--- config.mk ---
export PLATFORM = sky130hd
export DESIGN_NAME = bectl_regs
export DESIGN_NICKNAME = d
export VERILOG_FILES = /design/src/bectl_pkg.sv /design/src/bectl_route_decode.sv /design/src/bectl_regs.sv
export SDC_FILE = /design/constraint.sdc
export NUM_CORES = 1
export LEC_CHECK = 0
export ABC_AREA = 0
export BUFFER_PORTS_ARGS = -buffer_cell sky130_fd_sc_hd__buf_2
export CAP_MARGIN = 15
export CORE_ASPECT_RATIO = 0.5
export CORE_MARGIN = 10
export CORE_UTILIZATION = 45
export DETAILED_ROUTE_END_ITERATION = 6
export MAX_ROUTING_LAYER = met4
export PLACE_DENSITY = 0.74
export SETUP_SLACK_MARGIN = 0.2
export SYNTH_ARGS = -nofsm -noshare
export SYNTH_HDL_FRONTEND = slang
export SYNTH_SLANG_ARGS = --single-unit
--- constraint.sdc ---
create_clock -name sys_clk -period 2.4 [get_ports sys_clk]
set_input_delay 0.36 -clock sys_clk [delete_from_list [all_inputs] [get_ports sys_clk]]
set_output_delay 0.36 -clock sys_clk [all_outputs]
set_load 0.02 [all_outputs]
--- src/bectl_pkg.sv ---
package bectl_pkg;

   ////////////////////////////////////////////////////////////////////////
   // register offsets from the control-register base, bus width
   localparam int unsigned BECTL_ADDR_W     = 6;
   localparam logic [5:0]  BECTL_ADDR_ROUTE = 6'h24;
   localparam logic [5:0]  BECTL_ADDR_MISC  = 6'h28;
   localparam logic [0:7]  BECTL_UNMAPPED   = 8'h00;

   ////////////////////////////////////////////////////////////////////////
   // reset values, bit 0 is the most significant data line
   localparam logic [0:6]  BECTL_ROUTE_RST  = 7'h00;
   localparam logic [0:7]  BECTL_MISC_RST   = 8'h80;

   ////////////////////////////////////////////////////////////////////////
   // ethernet route config fields
   localparam int BECTL_MODE_LO      = 0;
   localparam int BECTL_MODE_HI      = 3;
   localparam int BECTL_HOST_PHY     = 4;
   localparam int BECTL_SLAVE_PHY    = 5;
   localparam int BECTL_WIDEBAND     = 6;

   // misc port/codec config fields
   localparam int BECTL_ADDR_MSB     = 0;
   localparam int BECTL_TRACE_EN     = 1;
   localparam int BECTL_CODEC_PATH   = 2;

   // positions in the pin synchroniser
   localparam int BECTL_SYNC_TYPE_HI = 0;
   localparam int BECTL_SYNC_TYPE_LO = 1;
   localparam int BECTL_SYNC_DIP_N   = 2;
   localparam int BECTL_SYNC_FSYNC   = 3;
   localparam int BECTL_SYNC_W       = 4;

   ////////////////////////////////////////////////////////////////////////
   // route modes in field order, so each takes its encoded value
   typedef enum logic [3:0] {
      MODE_LEGACY_OFF, MODE_SW_RMII_HOST, MODE_SW_RMII_TDM,
      MODE_SW_SMII_TDM, MODE_LB_RMII_TDM, MODE_LB_RMII_HOST,
      MODE_LB_SMII_TDM, MODE_SMIIPHY_TDM, MODE_RMIIPHY_TDM,
      MODE_RMIIPHY_HOST, MODE_MIIPHY_TDM, MODE_MIIPHY_HOST,
      MODE_CPU_TDM, MODE_CPU_HOST, MODE_SPARE_A, MODE_SPARE_B
   } bectl_mode_t;

   typedef enum logic [2:0] {
      DEST_NONE, DEST_SWITCH, DEST_SMII_PHY, DEST_RMII_PHY,
      DEST_MII_PHY, DEST_HOST_CPU
   } bectl_dest_t;

   typedef enum logic [1:0] {
      IF_NONE, IF_RMII, IF_SMII, IF_MII
   } bectl_iface_t;

endpackage

--- src/bectl_route_decode.sv ---
`timescale 1ns/100ps
module bectl_route_decode
   import bectl_pkg::*;
(
   input  wire bectl_mode_t  mode,
   input  wire logic         enable,
   output bectl_dest_t       dest,
   output bectl_iface_t      iface,
   output logic              from_host_port,
   output logic              loopback
);

   always_comb begin
      dest           = DEST_NONE;
      iface          = IF_NONE;
      from_host_port = 1'b0;
      loopback       = 1'b0;
      // muxes stay parked until both ethernet-on sources agree
      if (enable) begin
         case (mode)
            MODE_SW_RMII_HOST, MODE_LB_RMII_HOST: begin
               dest           = DEST_SWITCH;
               iface          = IF_RMII;
               from_host_port = 1'b1;
            end
            MODE_SW_RMII_TDM, MODE_LB_RMII_TDM: begin
               dest  = DEST_SWITCH;
               iface = IF_RMII;
            end
            MODE_SW_SMII_TDM, MODE_LB_SMII_TDM: begin
               dest  = DEST_SWITCH;
               iface = IF_SMII;
            end
            MODE_SMIIPHY_TDM: begin
               dest  = DEST_SMII_PHY;
               iface = IF_SMII;
            end
            MODE_RMIIPHY_TDM, MODE_RMIIPHY_HOST: begin
               dest           = DEST_RMII_PHY;
               iface          = IF_RMII;
               from_host_port = (mode == MODE_RMIIPHY_HOST);
            end
            MODE_MIIPHY_TDM, MODE_MIIPHY_HOST: begin
               dest           = DEST_MII_PHY;
               iface          = IF_MII;
               from_host_port = (mode == MODE_MIIPHY_HOST);
            end
            MODE_CPU_TDM, MODE_CPU_HOST: begin
               dest           = DEST_HOST_CPU;
               iface          = IF_MII;
               from_host_port = (mode == MODE_CPU_HOST);
            end
            default: begin
               dest = DEST_NONE;
            end
         endcase
         loopback = (mode == MODE_LB_RMII_TDM) ||
                    (mode == MODE_LB_RMII_HOST) ||
                    (mode == MODE_LB_SMII_TDM);
      end
   end

endmodule

--- src/bectl_regs.sv ---
`timescale 1ns/100ps
// How it works
// - ethernet route config is one byte at offset 0x24, upper bits absent
// - bits 0-3 pick the route, reset 0000 means all ethernet off
// - 0001/0010 rmii host/tdm port to switch, 0011 smii tdm to switch
// - 0100, 0101, 0110 repeat 0010, 0001, 0011 plus mezzanine loopback
// - 0111 smii tdm to smii phy, 1000/1001 rmii tdm/host to rmii phy
// - 1010/1011 connect tdm or host port over mii to mii phy
// - 1100/1101 mii straight to host processor, 1110/1111 route nothing
// - bit 4 enables host mii phy, reset 0; keep low during i2c use
// - bit 5 enables the slave rmii/mii phy, reset 0
// - bit 6 selects 16 kHz codec; interchanger still gets 8 kHz sync
// - bit 7 read-only slave type low bit, reset 0; code 11 unused
// - misc port/codec config sits at offset 0x28
// - misc bit 0, reset 1, is top bit of slave address mode code
// - misc bit 1 enables the trace connector data buffers
// - misc bit 2 low routes codec to tdm, high via interchanger
// - companion read-only pin gives the slave type high bit
module bectl_regs
   import bectl_pkg::*;
(
   input  wire logic                    sys_clk,
   input  wire logic                    srst,
   input  wire logic [BECTL_ADDR_W-1:0] bus_addr,
   input  wire logic                    bus_cs_n,
   input  wire logic                    bus_write,
   input  wire logic [0:7]              bus_data_in,
   output logic [0:7]                   bus_data_out,
   output logic                         bus_data_oe_n,
   input  wire logic                    eth_enable_bit,
   input  wire logic                    eth_dip_on_n,
   input  wire logic                    slave_type_high_bit,
   input  wire logic                    slave_type_low_bit,
   input  wire logic [0:1]              aux_addr_mode_low,
   input  wire logic                    codec_fsync,
   output bectl_dest_t                  route_dest,
   output bectl_iface_t                 route_iface,
   output logic                         route_from_host_port,
   output logic                         mezz_loopback,
   output logic                         host_phy_enable,
   output logic                         slave_phy_enable,
   output logic                         codec_wideband_enable,
   output logic [1:0]                   slave_type_code,
   output logic [0:2]                   slave_port_addr_mode,
   output logic                         trace_buffer_enable,
   output logic                         codec_path_select,
   output logic                         tsi_frame_sync
);

   logic [0:6]              route_cfg;
   logic [0:7]              misc_cfg;
   logic [BECTL_SYNC_W-1:0] pin_meta;
   logic [BECTL_SYNC_W-1:0] pin_sync;
   logic                    fsync_prev;
   logic                    pass_phase;
   logic                    wr_route;
   logic                    wr_misc;
   logic                    rd_hit;
   logic [0:7]              rd_word;
   logic                    route_on;
   bectl_mode_t             mode;
   bectl_dest_t             next_dest;
   bectl_iface_t            next_iface;
   logic                    next_from_host;
   logic                    next_loopback;

   ////////////////////////////////////////////////////////////////////////
   // pins from switches, straps and the codec

   always_ff @(posedge sys_clk) begin
      if (srst) begin
         pin_meta <= '0;
         pin_sync <= '0;
      end else begin
         pin_meta <= {codec_fsync, eth_dip_on_n,
                      slave_type_low_bit, slave_type_high_bit};
         pin_sync <= pin_meta;
      end
   end

   ////////////////////////////////////////////////////////////////////////
   // register access, byte wide, host bus clock

   always_comb begin
      wr_route = !bus_cs_n && bus_write && (bus_addr == BECTL_ADDR_ROUTE);
      wr_misc  = !bus_cs_n && bus_write && (bus_addr == BECTL_ADDR_MISC);
      rd_hit   = 1'b0;
      rd_word  = BECTL_UNMAPPED;
      // full byte read back, bit 7 from the pin
      if (bus_addr == BECTL_ADDR_ROUTE) begin
         rd_hit  = 1'b1;
         rd_word = {route_cfg, pin_sync[BECTL_SYNC_TYPE_LO]};
      end else if (bus_addr == BECTL_ADDR_MISC) begin
         rd_hit  = 1'b1;
         rd_word = misc_cfg;
      end
   end

   // route field and enables reset low
   always_ff @(posedge sys_clk) begin
      if (srst) begin
         route_cfg <= BECTL_ROUTE_RST;
      end else if (wr_route) begin
         // read-only bit 7 is not stored
         route_cfg <= bus_data_in[0:6];
      end
   end

   // misc byte, address msb resets high
   always_ff @(posedge sys_clk) begin
      if (srst) begin
         misc_cfg <= BECTL_MISC_RST;
      end else if (wr_misc) begin
         misc_cfg <= bus_data_in;
      end
   end

   // data lines are driven only in the cycle after a mapped read is sampled
   always_ff @(posedge sys_clk) begin
      if (srst) begin
         bus_data_out  <= BECTL_UNMAPPED;
         bus_data_oe_n <= 1'b1;
      end else begin
         bus_data_out  <= rd_word;
         bus_data_oe_n <= !(!bus_cs_n && !bus_write && rd_hit);
      end
   end

   ////////////////////////////////////////////////////////////////////////
   // ethernet routing

   // both ethernet-on sources gate the muxes
   assign route_on = eth_enable_bit && !pin_sync[BECTL_SYNC_DIP_N];
   assign mode     = bectl_mode_t'(route_cfg[BECTL_MODE_LO:BECTL_MODE_HI]);

   bectl_route_decode u_decode (
      .mode           (mode),
      .enable         (route_on),
      .dest           (next_dest),
      .iface          (next_iface),
      .from_host_port (next_from_host),
      .loopback       (next_loopback)
   );

   // registered so no decode glitch reaches the mux selects
   always_ff @(posedge sys_clk) begin
      if (srst) begin
         route_dest           <= DEST_NONE;
         route_iface          <= IF_NONE;
         route_from_host_port <= 1'b0;
         mezz_loopback        <= 1'b0;
      end else begin
         route_dest           <= next_dest;
         route_iface          <= next_iface;
         route_from_host_port <= next_from_host;
         mezz_loopback        <= next_loopback;
      end
   end

   ////////////////////////////////////////////////////////////////////////
   // enables and static selects

   always_ff @(posedge sys_clk) begin
      if (srst) begin
         host_phy_enable       <= 1'b0;
         slave_phy_enable      <= 1'b0;
         codec_wideband_enable <= 1'b0;
         slave_type_code       <= 2'h0;
         slave_port_addr_mode  <= 3'h0;
         trace_buffer_enable   <= 1'b0;
         codec_path_select     <= 1'b0;
      end else begin
         host_phy_enable       <= route_cfg[BECTL_HOST_PHY];
         slave_phy_enable      <= route_cfg[BECTL_SLAVE_PHY];
         codec_wideband_enable <= route_cfg[BECTL_WIDEBAND];
         slave_type_code       <= {pin_sync[BECTL_SYNC_TYPE_HI],
                                   pin_sync[BECTL_SYNC_TYPE_LO]};
         // msb here, low bits from aux register
         slave_port_addr_mode  <= {misc_cfg[BECTL_ADDR_MSB],
                                   aux_addr_mode_low};
         trace_buffer_enable   <= misc_cfg[BECTL_TRACE_EN];
         codec_path_select     <= misc_cfg[BECTL_CODEC_PATH];
      end
   end

   ////////////////////////////////////////////////////////////////////////
   // frame sync toward the interchanger

   always_ff @(posedge sys_clk) begin
      if (srst) begin
         fsync_prev <= 1'b0;
         pass_phase <= 1'b1;
      end else begin
         fsync_prev <= pin_sync[BECTL_SYNC_FSYNC];
         // flip on each falling edge, every other pulse passes
         if (fsync_prev && !pin_sync[BECTL_SYNC_FSYNC]) begin
            pass_phase <= !pass_phase;
         end
      end
   end

   // narrowband passes every pulse; phase is left free so a mode
   // change may shorten at most one pulse
   always_ff @(posedge sys_clk) begin
      if (srst) begin
         tsi_frame_sync <= 1'b0;
      end else if (route_cfg[BECTL_WIDEBAND]) begin
         tsi_frame_sync <= pin_sync[BECTL_SYNC_FSYNC] && pass_phase;
      end else begin
         tsi_frame_sync <= pin_sync[BECTL_SYNC_FSYNC];
      end
   end
endmodule

==> summary.md <==
| Metric | Value |
|---|---|
| Status | completed |
| Via count | 1256 |
| Starting Density | 46.1% |
| Placed Cells | 262 |
| Post-CTS Hold Buffers | 0 |
| Max Clock Freq | 0.613 GHz |
| Largest net degree at the start of global routing | 45 |
| Die Y-Extent | 64.5 um |
| Fin. max-slew vios | 0 |
| Post-synthesis register bit count | 52 |
| R2r setup slk | 1300 ps |
| Adder-cell share of the synthesized area | 0% |
| CP Launch Type | input port |
| P&R area growth vs syn | 24.0% |
| Worst vdd ir | 0.375 mV |
| Period minus WS final | 1630 ps |
| Number of flops mapped to enable cells by yosys | 0 |
| Final Cycle Share | 67.9% |
| Layout Utilization | 57.2% |
| Core area | 3860 um^2 |
| Mux cell area share after synthesis | 8.43% |
| Post-synth top flop | dfxtp_1 |
| Post-synthesis cell type count | 31 |
| N_diodes | 0 |
| Worst hold path type | in -> reg |
| Max-cap violations | 0 |
| DP HPWL | 2620 um |
| Mapped Cells | 163 |
| Mapped Area | 1780 um^2 |
| Global-route wire length before repair | 5850 um |
| Data arrival time of the critical path | 1840 ps |
| GRT Util Overall | 10.8% |
| Net count after synthesis | 188 |
| Top cell type by total area after synthesis | dfxtp_1 |
| Critical path type | in -> reg |
| Final GP Congestion | 0.820 |
| Hold Fails Final Rpt | 0 |
| Worst EP required | 2610 ps |
| Async SR Flop Fraction | 0% |
| GRT overflow | 0 |
| CP max FO | 8 |
| Synth Area in XOR/XNOR | 1.48% |
| Final std cells w/o fill | 269 |
| Synth Area in Simple Gates | 21.4% |
| Synth warnings | 0 |
| Ports | 52 |
| Die X | 109 um |
| DRT antenna net count | 0 |
| Hold WS | 259 ps |
| Via density | 4.67 |
| Syn avg cell area | 10.9 um^2 |
| Headroom to the max-slew limit | 55.9% |
| CTS clk-pin slew, worst paths | 90 ps |
| Clock root buffer | clkbuf_8 |
| Initial antenna violation count | 0 |
| H-Tree Depth | 2 |
| PwrDens | 740 nW/um^2 |
| FILL cells | 351 |
| Main combinational cell family by area after synthesis | simple AND/OR/NAND/NOR gates |
| Clk Latency, worst-skew pair | 300 ps |
| Final setup viols | 0 |
| Unrepaired setup endpoints after global routing | false |
| Initial DRC count | 54 |
| Complex-gate fraction of the synthesized area | 6.18% |
| Clk buf depth | 2 |
| Post-cts resize count | 0 |
| Layout cells sized above 1 | 29.8% |
| Yosys top cell area share | 58.5% |
| Synth area leaders | dfxtp_1 58%, mux2i_1 8.4%, nand2b_1 8.1% |
| Worst slew pin tran | 661 ps |
| CTS Buf Count | 5 |
| Clock Skews | 6.73 ps |
| CTS tree | built |
| Sink Count | 52 |
| Die area | 7030 um^2 |
| Final wirelength | 3650 um |
| Port-buffer cells | 51 |
| Routed wire per std cell | 13.6 um |
| Pleak | 0.000981 uW |
| FP Rows | 16 |
| TNS Setup | 0 ps |
| TritonRoute pass-1 iters | 4 |
| CP Capture Type | register |
| Setup bufs post-CTS | 0 |
| Post-synthesis sequential area ratio | 58.5% |
| Nets@finish | 240 |
| DRC Markers | 0 |
| Vias in the first global route | 1270 |
## stage by stage
step | setup slack, ps | area (um^2) | power [uW]
finish | 770 | 2210 | 1630
global placement | 491 | 2080 | 965
floorplan | 480 | 1780 | 936
CTS | 771 | 2210 | 1650
global route | 726 | 2210 | 1690
detailed placement | 450 | 2080 | 968
## placed cells by master, fill, tap and decap left out, types with 2 or more instances in the layout
cell type,netlist,routed
buf_2,1,51
bufinv_16,0,2
dfxtp_1,52,52
nand2_1,4,4
xnor2_1,2,2
a21oi_1,3,3
inv_1,9,9
or3b_1,2,2
nand2b_1,23,23
o22ai_1,6,6
mux2i_1,15,15
or4bb_1,2,2
clkbuf_8,0,5
o32ai_1,2,2
buf_4,0,2
nor2_1,4,4
nor3_1,3,3
nor2b_1,13,13
nor2_2,2,2
## final cells by class
type / count / area (um^2) / area share, %
repair buffers: 53 / 270 / 12.2
well taps: 54 / 67.6 / 3.06
clock buffers: 5 / 68.8 / 3.12
clock inverters: 2 / 60.1 / 2.72
inverters: 9 / 33.8 / 1.53
multi-input cells: 94 / 667 / 30.2
flip-flops and latches: 52 / 1040 / 47.1
## worst max-delay path, cell delays in order
cell	delay, ps
buf_2	90
or4b_4	550
or3b_1	410
buf_4	180
o32ai_1	230
## flip-flops by register name, indices dropped and copies added (netlist names), 3 cells and up
signal	flops
bus_data_out	8
slave_port_addr_mode	3
route_dest	3
pin_sync	4
route_cfg	7
pin_meta	4
misc_cfg	8
## power by group
part           internal, uW  switching (uW)
logic                  35.6            34.4
clock network           410             276
registers               874            3.42
total                  1320             314
## Yosys cell counts, types with 2 or more instances
cell type  count
a21oi_1        3
clkbuf_1       6
dfxtp_1       52
inv_1          9
mux2i_1       15
nand2_1        4
nand2b_1      23
nor2_1         4
nor2_2         2
nor2b_1       13
nor3_1         3
o22ai_1        6
o32ai_1        2
or3b_1         2
or4bb_1        2
xnor2_1        2
## metal layers
metal	track usage (%)	share of wire, %	vias to the layer above
met5	-	0	-
met4	4.58	2.1	0
met3	4.44	6.9	7
met2	16.3	47	28
met1	12.3	44	574
li1	-	-	647
## cells by family (layout without fill, tap and decap cells)
logic type	Yosys count	count (layout)
mux	15	15
compound gates	16	16
buf+inv	17	69
xor+xnor	3	3
flops	52	52
simple gates	60	60
## path summary, 6_finish.rpt
| check | startpoint | to | depth (start not counted) |
|---|---|---|---|
| max | bus_addr[4] | bus_data_out[7] | 5 |
| min | aux_addr_mode_low[0] | slave_port_addr_mode[1] | 2 |
| max reg2reg | route_cfg[0] | route_dest[1] | 3 |
| min reg2reg | pin_meta[1] | pin_sync[1] | 1 |
(Power assumes the default switching activity.)
